$ cat config.mk
export PLATFORM = sky130hd
export DESIGN_NAME = tlic_top
export DESIGN_NICKNAME = d
export VERILOG_FILES = /design/src/logic/tlic_pkg.sv /design/src/logic/tlic_xtal_monitor.sv /design/src/logic/tlic_watchdog.sv /design/src/logic/tlic_top.sv
export SDC_FILE = /design/constraint.sdc
export NUM_CORES = 1
export LEC_CHECK = 0
export CORE_ASPECT_RATIO = 0.5
export CORE_UTILIZATION = 60
export CTS_CLUSTER_SIZE = 8
export DETAILED_ROUTE_END_ITERATION = 7
export DONT_BUFFER_PORTS = 1
export GPL_ROUTABILITY_DRIVEN = 0
export PLACE_DENSITY = 0.77
export SETUP_SLACK_MARGIN = 0.5
export SLEW_MARGIN = 10
export SYNTH_ARGS = -nofsm -noshare
export SYNTH_HDL_FRONTEND = slang
export SYNTH_SLANG_ARGS = --single-unit
$ cat constraint.sdc
create_clock -name aclk -period 3 [get_ports aclk]
set_input_delay 0.15 -clock aclk [delete_from_list [all_inputs] [get_ports aclk]]
set_output_delay 0.15 -clock aclk [all_outputs]
set_load 0.02 [all_outputs]
$ cat src/logic/tlic_pkg.sv
// Purpose: Shared constants of the top-level interrupt controller.
// Assumes: 32-bit AXI4-Lite register bus, 20 MHz system clock.
// Notes: Offsets are byte addresses on the register bus.
`default_nettype none
package tlic_pkg;
  // Register byte addresses
  localparam logic [31:0] ENABLE_SET_ADDR = 32'he000e100;
  localparam logic [31:0] ENABLE_CLEAR_ADDR = 32'he000e180;
  localparam logic [31:0] PENDING_SET_ADDR = 32'he000e200;
  localparam logic [31:0] AUX_FAULT_ADDR = 32'he000e400;
  localparam logic [31:0] EVT_STATUS_ADDR = 32'he000e404;
  localparam logic [31:0] EVT_MASK_ADDR = 32'he000e408;
  localparam logic [31:0] WDOG_CTRL_ADDR = 32'he000e40c;
  localparam logic [31:0] CLK_STATUS_ADDR = 32'he000e410;
  // Top-level lines: 16 debug, 15 D, 14 C, 12 A, 10 rx, 9 tx,
  // 8 radio timer, 7 security, 5 serial, 4 sleep, 3 baseband, 2 mgmt
  localparam int LINE_W = 17;
  localparam logic [16:0] LINE_IMPL = 17'h1d7bc;
  localparam logic [16:0] ENABLE_RST = 17'h00000;
  localparam logic [16:0] PENDING_RST = 17'h00000;
  // Aux fault status fields
  localparam int FLT_W = 4;
  localparam int FLT_WRONG_SIZE = 0;
  localparam int FLT_PROTECTED = 1;
  localparam int FLT_UNMAPPED = 2;
  localparam int FLT_SECOND = 3;
  localparam logic [3:0] FLT_RST = 4'h0;
  // Event status / mask fields
  localparam int EVT_W = 3;
  localparam int EVT_XTAL = 0;
  localparam int EVT_WDOG = 1;
  localparam int EVT_BUSF = 2;
  localparam logic [2:0] EVT_RST = 3'h0;
  localparam int WDOG_EN_BIT = 0;
  localparam int CLK_ON_RC_BIT = 0;
  // Access size codes
  localparam logic [1:0] SIZE_8 = 2'h0;
  localparam logic [1:0] SIZE_16 = 2'h1;
  localparam logic [1:0] SIZE_32 = 2'h2;
  // Bus answers
  localparam logic [1:0] RESP_OKAY = 2'h0;
  localparam logic [1:0] RESP_SLVERR = 2'h2;
  // Timing
  localparam int CLK_PERIOD_NS = 50;
  localparam real WDOG_LOW_WATER_S = 1.792;
  localparam int unsigned WDOG_CYCLES =
    int'(WDOG_LOW_WATER_S * 1.0e9 / CLK_PERIOD_NS);
  localparam int XTAL_TIMEOUT_NS = 1000;
  localparam int XTAL_TIMEOUT_CYC =
    (XTAL_TIMEOUT_NS + CLK_PERIOD_NS - 1) / CLK_PERIOD_NS;
  // Memory tops, above which an access is unmapped
  localparam logic [31:0] FLASH_BASE = 32'h08000000;
  localparam logic [31:0] FLASH_TOP = 32'h0802ffff;
  localparam logic [31:0] RAM_BASE = 32'h20000000;
  localparam logic [31:0] RAM_TOP = 32'h20002fff;
  localparam logic [31:0] REGION_SPAN = 32'h10000000;
endpackage : tlic_pkg
`default_nettype wire

$ cat src/logic/tlic_xtal_monitor.sv
// Purpose: Crystal failure detection and fallback to the RC clock.
// Assumes: xtal_toggle changes level on every crystal cycle.
// Notes: Once on the RC clock it stays there until reset.
`timescale 1ns/1ns
`default_nettype none
module tlic_xtal_monitor
  import tlic_pkg::*;
#(
  parameter int TIMEOUT = XTAL_TIMEOUT_CYC
) (
  input wire logic aclk,
  input wire logic aresetn,
  input wire logic xtal_toggle,
  input wire logic mux_on_rc,
  output logic sel_rc,
  output logic fail_event
);
  typedef enum logic [1:0] {ON_XTAL, SWITCHING, ON_RC} tlic_xstate_t;
  tlic_xstate_t state, next_state;
  logic [15:0] quiet, next_quiet;
  logic last_tog, next_sel_rc, next_fail_event;

  // Silence watch, then switch, then report once switch is done
  always_comb begin
    next_state = state;
    next_quiet = quiet;
    next_sel_rc = sel_rc;
    next_fail_event = 1'b0;
    unique case (state)
      ON_XTAL: begin
        if (xtal_toggle != last_tog) begin
          next_quiet = 16'h0000;
        end else if (quiet >= 16'(TIMEOUT - 1)) begin
          next_state = SWITCHING;
          next_sel_rc = 1'b1;
        end else begin
          next_quiet = quiet + 16'h0001;
        end
      end
      SWITCHING: begin
        // Event waits for the mux, so the NMI runs on a live clock
        if (mux_on_rc) begin
          next_state = ON_RC;
          next_fail_event = 1'b1;
        end
      end
      ON_RC: next_state = ON_RC;
    endcase
  end

  always_ff @(posedge aclk) begin
    if (!aresetn) begin
      state <= ON_XTAL;
      quiet <= 16'h0000;
      last_tog <= 1'b0;
      sel_rc <= 1'b0;
      fail_event <= 1'b0;
    end else begin
      state <= next_state;
      quiet <= next_quiet;
      last_tog <= xtal_toggle;
      sel_rc <= next_sel_rc;
      fail_event <= next_fail_event;
    end
  end
endmodule : tlic_xtal_monitor
`default_nettype wire

$ cat src/logic/tlic_watchdog.sv
// Purpose: Watchdog low-water detection.
// Assumes: refresh is a one-cycle pulse from a register write.
// Notes: Raises one pulse per unrefreshed period, then holds.
`timescale 1ns/1ns
`default_nettype none
module tlic_watchdog
  import tlic_pkg::*;
#(
  parameter int unsigned LIMIT = WDOG_CYCLES
) (
  input wire logic aclk,
  input wire logic aresetn,
  input wire logic enable,
  input wire logic refresh,
  output logic low_water
);
  logic [31:0] count, next_count;
  logic next_low_water;

  // Count only while active; disabling or refreshing restarts
  always_comb begin
    next_count = count;
    next_low_water = 1'b0;
    if (!enable || refresh) begin
      next_count = 32'h00000000;
    end else if (count == LIMIT - 1) begin
      next_count = LIMIT;
      next_low_water = 1'b1;
    end else if (count < LIMIT) begin
      next_count = count + 32'h00000001;
    end
  end

  always_ff @(posedge aclk) begin
    if (!aresetn) begin
      count <= 32'h00000000;
      low_water <= 1'b0;
    end else begin
      count <= next_count;
      low_water <= next_low_water;
    end
  end
endmodule : tlic_watchdog
`default_nettype wire

$ cat src/logic/tlic_top.sv
// Purpose: Top-level interrupt enables, NMI sourcing, bus faults.
// Assumes: All inputs synchronous to aclk; AXI4-Lite slave.
// Notes: Unmapped register addresses answer SLVERR.
// Functional notes
// - The NMI comes only from crystal failure and watchdog low water.
// - A stopped crystal is detected and the clock moved to the RC.
// - Crystal failure is reported only after the switch has finished.
// - An active, unrefreshed watchdog raises its event after 1.792 s.
// - Each bus fault cause has its own bit; several may set at once.
// - 8/16-bit peripheral accesses and unaligned words are wrong size.
// - User writes to system peripherals or protected RAM are faults.
// - Holes above peripheral registers or memory tops are unmapped.
// - A fault while another is logged sets the second-fault bit.
// - Writing ones to enable-set enables lines; zeros do nothing.
// - Writing ones to enable-clear disables lines; zeros do nothing.
// - Lines 16,15,14,12,10,9,8,7,5,4,3,2 exist; the rest reserved.
// - All enables are clear after reset.
// - Writing ones to pend-set marks lines pending; zeros do nothing.
//
// The implementer's own choice: the AXI4-Lite slave port.
`timescale 1ns/1ns
`default_nettype none
module tlic_top
  import tlic_pkg::*;
#(
  parameter int unsigned WDOG_LIMIT = WDOG_CYCLES,
  parameter int XTAL_TIMEOUT = XTAL_TIMEOUT_CYC
) (
  input wire logic aclk,
  input wire logic aresetn,
  input wire logic [31:0] s_axi_awaddr,
  input wire logic s_axi_awvalid,
  output logic s_axi_awready,
  input wire logic [31:0] s_axi_wdata,
  input wire logic [3:0] s_axi_wstrb,
  input wire logic s_axi_wvalid,
  output logic s_axi_wready,
  output logic [1:0] s_axi_bresp,
  output logic s_axi_bvalid,
  input wire logic s_axi_bready,
  input wire logic [31:0] s_axi_araddr,
  input wire logic s_axi_arvalid,
  output logic s_axi_arready,
  output logic [31:0] s_axi_rdata,
  output logic [1:0] s_axi_rresp,
  output logic s_axi_rvalid,
  input wire logic s_axi_rready,
  input wire logic [16:0] line_req,
  input wire logic [16:0] pend_ack,
  output logic [16:0] irq_enable,
  output logic [16:0] irq_pending,
  input wire logic xtal_toggle,
  input wire logic clk_mux_on_rc,
  output logic clk_sel_rc,
  input wire logic acc_valid,
  input wire logic [31:0] acc_addr,
  input wire logic [1:0] acc_size,
  input wire logic acc_write,
  input wire logic acc_user,
  input wire logic acc_periph,
  input wire logic acc_system,
  input wire logic acc_prot_ram,
  input wire logic acc_hole,
  output logic bus_fault,
  output logic nmi,
  output logic irq
);
  // Write channel state
  logic aw_held, w_held, next_aw_held, next_w_held;
  logic [31:0] aw_addr, w_data, next_aw_addr, next_w_data;
  logic [3:0] w_strb, next_w_strb;
  logic next_awready, next_wready, next_bvalid;
  logic [1:0] next_bresp;
  logic wr_fire;
  // Read channel state
  logic next_arready, next_rvalid;
  logic [31:0] next_rdata;
  logic [1:0] next_rresp;
  logic rd_fire;
  // Register state
  logic [16:0] next_enable, next_pending;
  logic [3:0] aux_fault, next_aux_fault;
  logic [2:0] evt_status, next_evt_status;
  logic [2:0] evt_mask, next_evt_mask;
  logic wdog_en, next_wdog_en;
  logic next_nmi, next_irq, next_bus_fault;
  logic [31:0] wmask, wbits;
  logic [3:0] flt_now;
  logic wdog_refresh, xtal_fail, wdog_low;
  logic mem_hi;

  tlic_xtal_monitor #(.TIMEOUT(XTAL_TIMEOUT)) u_xtal (
    .aclk(aclk),
    .aresetn(aresetn),
    .xtal_toggle(xtal_toggle),
    .mux_on_rc(clk_mux_on_rc),
    .sel_rc(clk_sel_rc),
    .fail_event(xtal_fail)
  );

  tlic_watchdog #(.LIMIT(WDOG_LIMIT)) u_wdog (
    .aclk(aclk),
    .aresetn(aresetn),
    .enable(wdog_en),
    .refresh(wdog_refresh),
    .low_water(wdog_low)
  );

  // Address and data are caught separately, in either order
  always_comb begin
    next_aw_held = aw_held;
    next_w_held = w_held;
    next_aw_addr = aw_addr;
    next_w_data = w_data;
    next_w_strb = w_strb;
    next_bvalid = s_axi_bvalid;
    next_bresp = s_axi_bresp;
    wr_fire = 1'b0;
    if (s_axi_awvalid && s_axi_awready) begin
      next_aw_held = 1'b1;
      next_aw_addr = s_axi_awaddr;
    end
    if (s_axi_wvalid && s_axi_wready) begin
      next_w_held = 1'b1;
      next_w_data = s_axi_wdata;
      next_w_strb = s_axi_wstrb;
    end
    if (s_axi_bvalid && s_axi_bready) begin
      next_bvalid = 1'b0;
    end
    if (aw_held && w_held && !s_axi_bvalid) begin
      wr_fire = 1'b1;
      next_aw_held = 1'b0;
      next_w_held = 1'b0;
      next_bvalid = 1'b1;
      unique case (aw_addr)
        ENABLE_SET_ADDR, ENABLE_CLEAR_ADDR, PENDING_SET_ADDR,
        AUX_FAULT_ADDR, EVT_STATUS_ADDR, EVT_MASK_ADDR,
        WDOG_CTRL_ADDR, CLK_STATUS_ADDR: next_bresp = RESP_OKAY;
        default: next_bresp = RESP_SLVERR;
      endcase
    end
    next_awready = !next_aw_held && !next_bvalid;
    next_wready = !next_w_held && !next_bvalid;
  end

  always_ff @(posedge aclk) begin
    if (!aresetn) begin
      aw_held <= 1'b0;
      w_held <= 1'b0;
      aw_addr <= 32'h00000000;
      w_data <= 32'h00000000;
      w_strb <= 4'h0;
      s_axi_awready <= 1'b0;
      s_axi_wready <= 1'b0;
      s_axi_bvalid <= 1'b0;
      s_axi_bresp <= RESP_OKAY;
    end else begin
      aw_held <= next_aw_held;
      w_held <= next_w_held;
      aw_addr <= next_aw_addr;
      w_data <= next_w_data;
      w_strb <= next_w_strb;
      s_axi_awready <= next_awready;
      s_axi_wready <= next_wready;
      s_axi_bvalid <= next_bvalid;
      s_axi_bresp <= next_bresp;
    end
  end

  // Read answers one cycle after the address is taken
  always_comb begin
    rd_fire = s_axi_arvalid && s_axi_arready;
    next_rvalid = s_axi_rvalid;
    next_rdata = s_axi_rdata;
    next_rresp = s_axi_rresp;
    if (s_axi_rvalid && s_axi_rready) begin
      next_rvalid = 1'b0;
    end
    if (rd_fire) begin
      next_rvalid = 1'b1;
      next_rresp = RESP_OKAY;
      next_rdata = 32'h00000000;
      unique case (s_axi_araddr)
        ENABLE_SET_ADDR, ENABLE_CLEAR_ADDR:
          next_rdata = {15'h0000, irq_enable & LINE_IMPL};
        PENDING_SET_ADDR: next_rdata = {15'h0000, irq_pending};
        AUX_FAULT_ADDR: next_rdata = {28'h0000000, aux_fault};
        EVT_STATUS_ADDR: next_rdata = {29'h00000000, evt_status};
        EVT_MASK_ADDR: next_rdata = {29'h00000000, evt_mask};
        WDOG_CTRL_ADDR: next_rdata = {31'h00000000, wdog_en};
        CLK_STATUS_ADDR: next_rdata = {31'h00000000, clk_sel_rc};
        default: next_rresp = RESP_SLVERR;
      endcase
    end
    next_arready = !next_rvalid;
  end

  always_ff @(posedge aclk) begin
    if (!aresetn) begin
      s_axi_arready <= 1'b0;
      s_axi_rvalid <= 1'b0;
      s_axi_rdata <= 32'h00000000;
      s_axi_rresp <= RESP_OKAY;
    end else begin
      s_axi_arready <= next_arready;
      s_axi_rvalid <= next_rvalid;
      s_axi_rdata <= next_rdata;
      s_axi_rresp <= next_rresp;
    end
  end

  // Bus fault causes of the current access, each checked on its own
  always_comb begin
    mem_hi = ((acc_addr > FLASH_TOP) &&
              (acc_addr < FLASH_BASE + REGION_SPAN)) ||
             ((acc_addr > RAM_TOP) &&
              (acc_addr < RAM_BASE + REGION_SPAN));
    flt_now = 4'h0;
    flt_now[FLT_WRONG_SIZE] = acc_valid &&
      ((acc_periph && (acc_size != SIZE_32)) ||
       ((acc_size == SIZE_32) && (acc_addr[1:0] != 2'h0)));
    flt_now[FLT_PROTECTED] = acc_valid && acc_write && acc_user &&
      (acc_system || acc_prot_ram);
    flt_now[FLT_UNMAPPED] = acc_valid && (acc_hole || mem_hi);
    // A fault that lands on an already logged one is a second fault
    flt_now[FLT_SECOND] = (|flt_now[2:0]) && (|aux_fault[2:0]);
  end

  // Registers; every sticky bit lets a same-cycle set beat the clear
  always_comb begin
    wmask = {{8{w_strb[3]}}, {8{w_strb[2]}},
             {8{w_strb[1]}}, {8{w_strb[0]}}};
    wbits = wr_fire ? (w_data & wmask) : 32'h00000000;
    next_enable = irq_enable;
    next_pending = (irq_pending & ~pend_ack) | (line_req & LINE_IMPL);
    next_aux_fault = aux_fault;
    next_evt_status = evt_status;
    next_evt_mask = evt_mask;
    next_wdog_en = wdog_en;
    wdog_refresh = 1'b0;
    if (aw_addr == ENABLE_SET_ADDR) begin
      next_enable = irq_enable | (wbits[16:0] & LINE_IMPL);
    end
    if (aw_addr == ENABLE_CLEAR_ADDR) begin
      next_enable = irq_enable & ~wbits[16:0];
    end
    if (aw_addr == PENDING_SET_ADDR) begin
      next_pending = next_pending | (wbits[16:0] & LINE_IMPL);
    end
    if (aw_addr == AUX_FAULT_ADDR) begin
      next_aux_fault = aux_fault & ~wbits[3:0];
    end
    if (wr_fire && (aw_addr == EVT_MASK_ADDR)) begin
      next_evt_mask = wbits[2:0];
    end
    if (wr_fire && (aw_addr == WDOG_CTRL_ADDR)) begin
      // Any write to control also restarts the count
      next_wdog_en = w_data[WDOG_EN_BIT];
      wdog_refresh = 1'b1;
    end
    if (rd_fire && (s_axi_araddr == EVT_STATUS_ADDR)) begin
      next_evt_status = 3'h0;
    end
    next_aux_fault = next_aux_fault | flt_now;
    next_evt_status[EVT_XTAL] = next_evt_status[EVT_XTAL] | xtal_fail;
    next_evt_status[EVT_WDOG] = next_evt_status[EVT_WDOG] | wdog_low;
    next_evt_status[EVT_BUSF] = next_evt_status[EVT_BUSF] | (|flt_now);
    next_bus_fault = |flt_now;
    // Only these two sources reach the NMI, and the mask is ignored
    next_nmi = next_evt_status[EVT_XTAL] ||
               next_evt_status[EVT_WDOG];
    next_irq = |(next_evt_status & next_evt_mask);
  end

  always_ff @(posedge aclk) begin
    if (!aresetn) begin
      irq_enable <= ENABLE_RST;
      irq_pending <= PENDING_RST;
      aux_fault <= FLT_RST;
      evt_status <= EVT_RST;
      evt_mask <= EVT_RST;
      wdog_en <= 1'b0;
      bus_fault <= 1'b0;
      nmi <= 1'b0;
      irq <= 1'b0;
    end else begin
      irq_enable <= next_enable;
      irq_pending <= next_pending;
      aux_fault <= next_aux_fault;
      evt_status <= next_evt_status;
      evt_mask <= next_evt_mask;
      wdog_en <= next_wdog_en;
      bus_fault <= next_bus_fault;
      nmi <= next_nmi;
      irq <= next_irq;
    end
  end
endmodule : tlic_top
`default_nettype wire

After elaboration in Yosys (flattened, before gate mapping)
Cells that the tools add are included.
W data, S select, Z words.
{ "classes": {"addsub": 2, "n_mul": 0, "n_div": 0, "n_lt_le_gt_ge": 6, "n_eq_ne": 26, "shift": 0, "muxes": 30, "n_bitwise": 17, "reduce_logical": 51} }
{ "ops": {"columns": ["cell", "count"], "rows": [
  ["$eq A32 B32 Y1 const B", 16],
  ["$pmux W17 S7", 1],
  ["$mux W17", 4],
  ["$mux W26", 2],
  ["$and A17 B17 Y17", 3],
  ["$or A17 B17 Y17", 3],
  ["$not A17 Y17", 2],
  ["$add A32 B1 Y32 const B", 1],
  ["$eq A32 B26 Y1 const B", 1],
  ["$gt A32 B28 Y1 const B", 1],
  ["$gt A32 B30 Y1 const B", 1],
  ["$lt A32 B26 Y1 const B", 1],
  ["$lt A32 B29 Y1 const B", 1],
  ["$lt A32 B30 Y1 const B", 1],
  ["$mux W16", 2],
  ["$logic_and A1 B1 Y1", 22],
  ["$add A16 B1 Y16 const B", 1],
  ["$ge A16 B5 Y1 const B", 1],
  ["$reduce_or A8 Y1", 2],
  ["$mux W1", 12],
  ["$reduce_or A3 Y1", 4],
  ["$mux W2", 5],
  ["$logic_not A1 Y1", 6],
  ["$logic_or A1 B1 Y1", 6],
  ["20 further kinds", 33]
]} }
{ "word_totals": {"ff_bits": 197, "latchBits": 0, "ramBits": 0, "romBits": 0, "input_bits": 184, "output_inout_bits": 79, "memories": 0} }

Longest topological paths before layout
{ "depth": {"depth_word": 11, "depth_mapped": 9, "mapped_depth_nobuf": 7} }

By module
A second synthesis with hierarchy kept.
{ "hier_totals": {"hier_cells": 913, "hier_area_um2": 7746.2} }
{ "modules_own_cells": {"columns": ["module", "n_inst", "cells_each", "area_each_um2"], "rows": [
  ["tlic_top", 1, 643, 5250.0],
  ["tlic_watchdog", 1, 189, 1661.6],
  ["tlic_xtal_monitor", 1, 81, 834.6]
]} }

Least setup slack after synthesis
OpenSTA, ideal clock, no wires.
{ "synth_path": {"kind": "reg2reg", "start": "register aw_addr[23]", "end": "register u_wdog.count[18]", "setup_time_ps": 115, "t_arrival_ps": 2119, "t_required_ps": 2885, "path_slack_ps": 766, "path_stages_with_launch": 9, "cell_sequence": "dfxtp_1 > nor4_1 > nand4_2 > or4_1 > o211ai_2 > nand2b_1 > buf_6 > buf_12 > nor2_1"} }
{ "synth_between": {"elab_chain_len": 5} }
{ "synth_lines": {"columns": ["item", "line", "text"], "rows": [
  ["from (decl)", "tlic_top.sv:70", "logic [31:0] aw_addr, w_data, next_aw_addr, next_w_data;"],
  ["from (signal assigned)", "tlic_top.sv:161", "aw_addr <= next_aw_addr;"],
  ["$eq A32 B32 Y1", "tlic_top.sv:257", "if (wr_fire && (aw_addr == WDOG_CTRL_ADDR)) begin"],
  ["$logic_and A1 B1 Y1", "tlic_top.sv:257", null],
  ["$mux W1", "tlic_top.sv:257", null],
  ["$logic_or A1 B1 Y1", "tlic_watchdog.sv:24", "if (!enable || refresh) begin"],
  ["$reduce_or A3 Y1 (no line)", null, null],
  ["to (signal assigned)", "tlic_watchdog.sv:39", "count <= next_count;"],
  ["to (decl)", "tlic_watchdog.sv:17", "logic [31:0] count, next_count;"]
]} }
No other way between the ends.
A chain may end at the register's enable or synchronous reset.

Worst setup path after layout
{ "layout_path": {"start": "register aw_addr[0]", "end": "register irq_enable[1]"} }
{ "layout_between": {"elab_chain_len": 2, "elab_cells_between_ends": 4} }
{ "layout_lines": {"columns": ["item", "line", "text"], "rows": [
  ["$eq A32 B32 Y1, on equally long branches", "tlic_top.sv:245, tlic_top.sv:242", null],
  ["$mux W17 / $reduce_bool A2 Y1 (equally long branches)", null, null],
  ["to (signal assigned)", "tlic_top.sv:288", "irq_enable <= next_enable;"],
  ["to (decl)", "tlic_top.sv:50", "output logic [16:0] irq_enable,"]
]} }
Parallel ways exist; a longest one is shown, timed or not.

==> flow_summary_export.csv <==
group,metric,value,unit
min_path,hold_start,"acc_hole",
setup_path,arrival,2.66,ns
power,ir_drop,0.3712,mV
setup_path,worstSetupPathType,"register to register",
yosys,postSynthCellCount,906,
drt,ant_nets,0,
clock_network,numCtsBuffers,17,
outcome,status,"completed",
global_route,overflow,0,
placement,dp_hpwl,13.51,mm
timing,setup_tns,0,ns
global_route,grt_pass1_vias,6462,
die,die-area,0.01311,mm2
timing,finalCritPeriodShare,0.7864,
setup_path,path_cells,"or4_1, or3_1, nor4_4, buf_4, and2_2, a31oi_1",
drt,wirelength,20.60,mm
yosys,ys.flop_type,"dfxtp_1",
yosys,synth_seq_area_share,0.4754,
drt,drc,0,
setup_path,start_kind,"register",
setup_path,path_delay_family,"simple AND/OR/NAND/NOR gates",
clock_network,clock_path_buffers,2,
clock_network,htreeDepth,4,
setup_path,crit_required,3.31,ns
yosys,synth.distinct_cells,64,
timing,whs,0.009293,ns
global_route,grt_pass1_wl,31.84,mm
yosys,synth_top_area_share,0.4754,
timing,drv_slew,0,
yosys,synth_top_cells_by_count,"dfxtp_1, nand2_1, nor2_1",
drt,via_per_inst,5.893,
die,start_util,0.6289,
clock_network,cts_sinks,180,
power,p_leak,3.318,nW
die,die_y,81.48,um
yosys,synth-edff-count,0,
timing,rsz0062_at_grt,"no",
setup_path,max_stage_delay,0.55,ns
clock_network,clock_latency,0.43,ns
yosys,synth_top_area_cell,"dfxtp_1",
die,die_w,161.0,um
yosys,async_reset_ff_frac,0,
min_path,hold_depth,3,
timing,hold_viol,0,
timing,tightest_slew,1.098,ns
timing,setup_viol,0,
yosys,yosysMostFrequentCell,"dfxtp_1",
yosys,ys_top_cells_by_area,"dfxtp_1, nand2_1, a21oi_1",
setup_path,cp-end-kind,"register",
cells_and_area,finalNetCount,1167,
min_path,hp-class,"primary input to register",
drt,drt-initial-drc-count,532,
yosys,synth.yosys.warnings,0,
placement,port-buffer-count,0,
setup_path,crit_path_max_fanout,15,
setup_path,rr_startpoint,"aw_addr[0]",
yosys,synth_area_per_cell,8.366,um2
power,powerDensity,588.9,mW/mm2
setup_path,slowest_stage,"or4_1",
clock_network,cts_tree,"done",
timing,clock_skew,0.01130,ns
job,max_cap_viol_count,0,
drt,vias,6824,
timing,fmax,0.4239,GHz
cells_and_area,drive_gt1_frac,0.05847,
setup_path,worst-path-buf-inv,1,
global_route,antenna_found_initial,0,
clock_network,clkTransAtPathRegs,0.07,ns
die,io_pins,263,
drt,drtPass1Iterations,5,
setup_path,timing.rr.end,"irq_enable[1]",
global_route,grt_max_degree,44,
drt,routedWlPerCell,17.79,um
yosys,netlist_area,0.007580,mm2
die,num_rows,28,
setup_path,reg2reg_slack,0.64,ns
die,core_area,0.01205,mm2
min_path,whs_endpoint,"aux_fault[2]",
yosys,ys_seq_elements,180,
timing,slew_headroom,0.2678,
setup_path,ff2ff_path_depth,6,
power,power.total,5.387,mW
timing,fin_crit,2.359,ns
cells_and_area,area_delta_synth_final,20.68,%
global_route,grt_usage,0.3113,
clock_network,clockRootBuffer,"clkbuf_16",
==> state kept, by name, indices dropped and copies added (netlist names), 4 cells and up, named ones only <==
signal	count
s_axi_rdata	17
aux_fault	4
u_xtal.quiet	16
irq_enable	5
w_data	17
u_wdog.count	32
irq_pending	17
aw_addr	32
==> per-layer routing <==
layer	track usage	vias to the layer above	wire length, um
li1	-	3273	-
met1	0.3579	3235	8411
met2	0.5694	268	10360
met3	0.07222	48	1325
met4	0.1321	0	498
met5	0	-	0
==> worst max path at each step <==
stage	slack, ns	from	cells after the start	end
final	0.64	aw_addr[0]	6	irq_enable[1]
after global routing	0.52	aw_addr[14]	6	aux_fault[2]
after CTS	0.52	aw_addr[16]	7	u_wdog.count[20]
after detailed placement	0.56	aw_addr[16]	7	u_wdog.count[0]
after global placement	0.60	aw_addr[16]	7	u_wdog.count[7]
after floorplan	0.77	aw_addr[23]	8	u_wdog.count[18]
==> layout make-up <==
| type | instances | area [um2] |
|---|---|---|
| tap | 165 | 206.4 |
| clock inverter | 14 | 191.4 |
| inverter | 23 | 86.33 |
| fill | 827 | 2904 |
| timing repair buffer | 101 | 992.2 |
| antenna | 1 | 2.502 |
| multi-input combinational | 656 | 3626 |
| clock buffer | 18 | 439.2 |
| sequential | 180 | 3603 |
==> per-stage QoR <==
stage          utilization  worst slack, ns  cell area, um2  cells
6_report            0.7590           0.6407            9148   1158
5_1_grt             0.7588           0.5192            9145   1157
4_1_cts             0.7573           0.5191            9126   1156
3_5_place_dp        0.6310           0.5556            7605   1036
3_3_place_gp        0.6310           0.5971            7605   1036
2_1_floorplan            -           0.7661            7640    922
==> worst register-to-register path: cells and delay by family, from the launching register on <==
family	cells	cell delay, ns
AOI/OAI and AO/OA	1	0.11
buffers and inverters	1	0.26
DFF	1	0.33
and+or+nand+nor	4	1.52
==> repair_timing <==
| item | CTS | global route |
|---|---|---|
| endpoints found under the hold margin | 111 | 0 |
| gates resized for setup | 0 | 3 |
| buffers inserted | 0 | 1 |
| hold buffers | 88 | 0 |
| endpoints found under the setup margin | 0 | 36 |
==> placed cells by master (no fill, tap or decap), types with 11 or more instances in the layout <==
master and n:
dfxtp_1 180, nand2_1 159, nor2_1 88, a21oi_1 87
dlygate4sd3_1 87, nand3_1 32, o21ai_0 25, and2_1 24
nand4_1 24, xor2_1 24, inv_1 21, conb_1 17
clkbuf_16 17, nor4_1 15, nor3_1 15, mux2i_1 12
nor2b_1 12, buf_4 12, a31oi_1 11, a221oi_1 11
==> cells by family after synthesis <==
family | share of synthesized area
compound gates | 0.1355
simple gates | 0.2752
buf+inv | 0.05678
other cells | 0.0004947
xor+xnor | 0.03120
fa+ha+maj | 0.006603
flops | 0.4754
mux | 0.01882
==> report_power, final <==
group / switching [mW] / internal (mW)
clock: 1.01 / 1.36
combinational: 0.242 / 0.199
sequential: 0.0990 / 2.47
(Power assumes the default switching activity.)
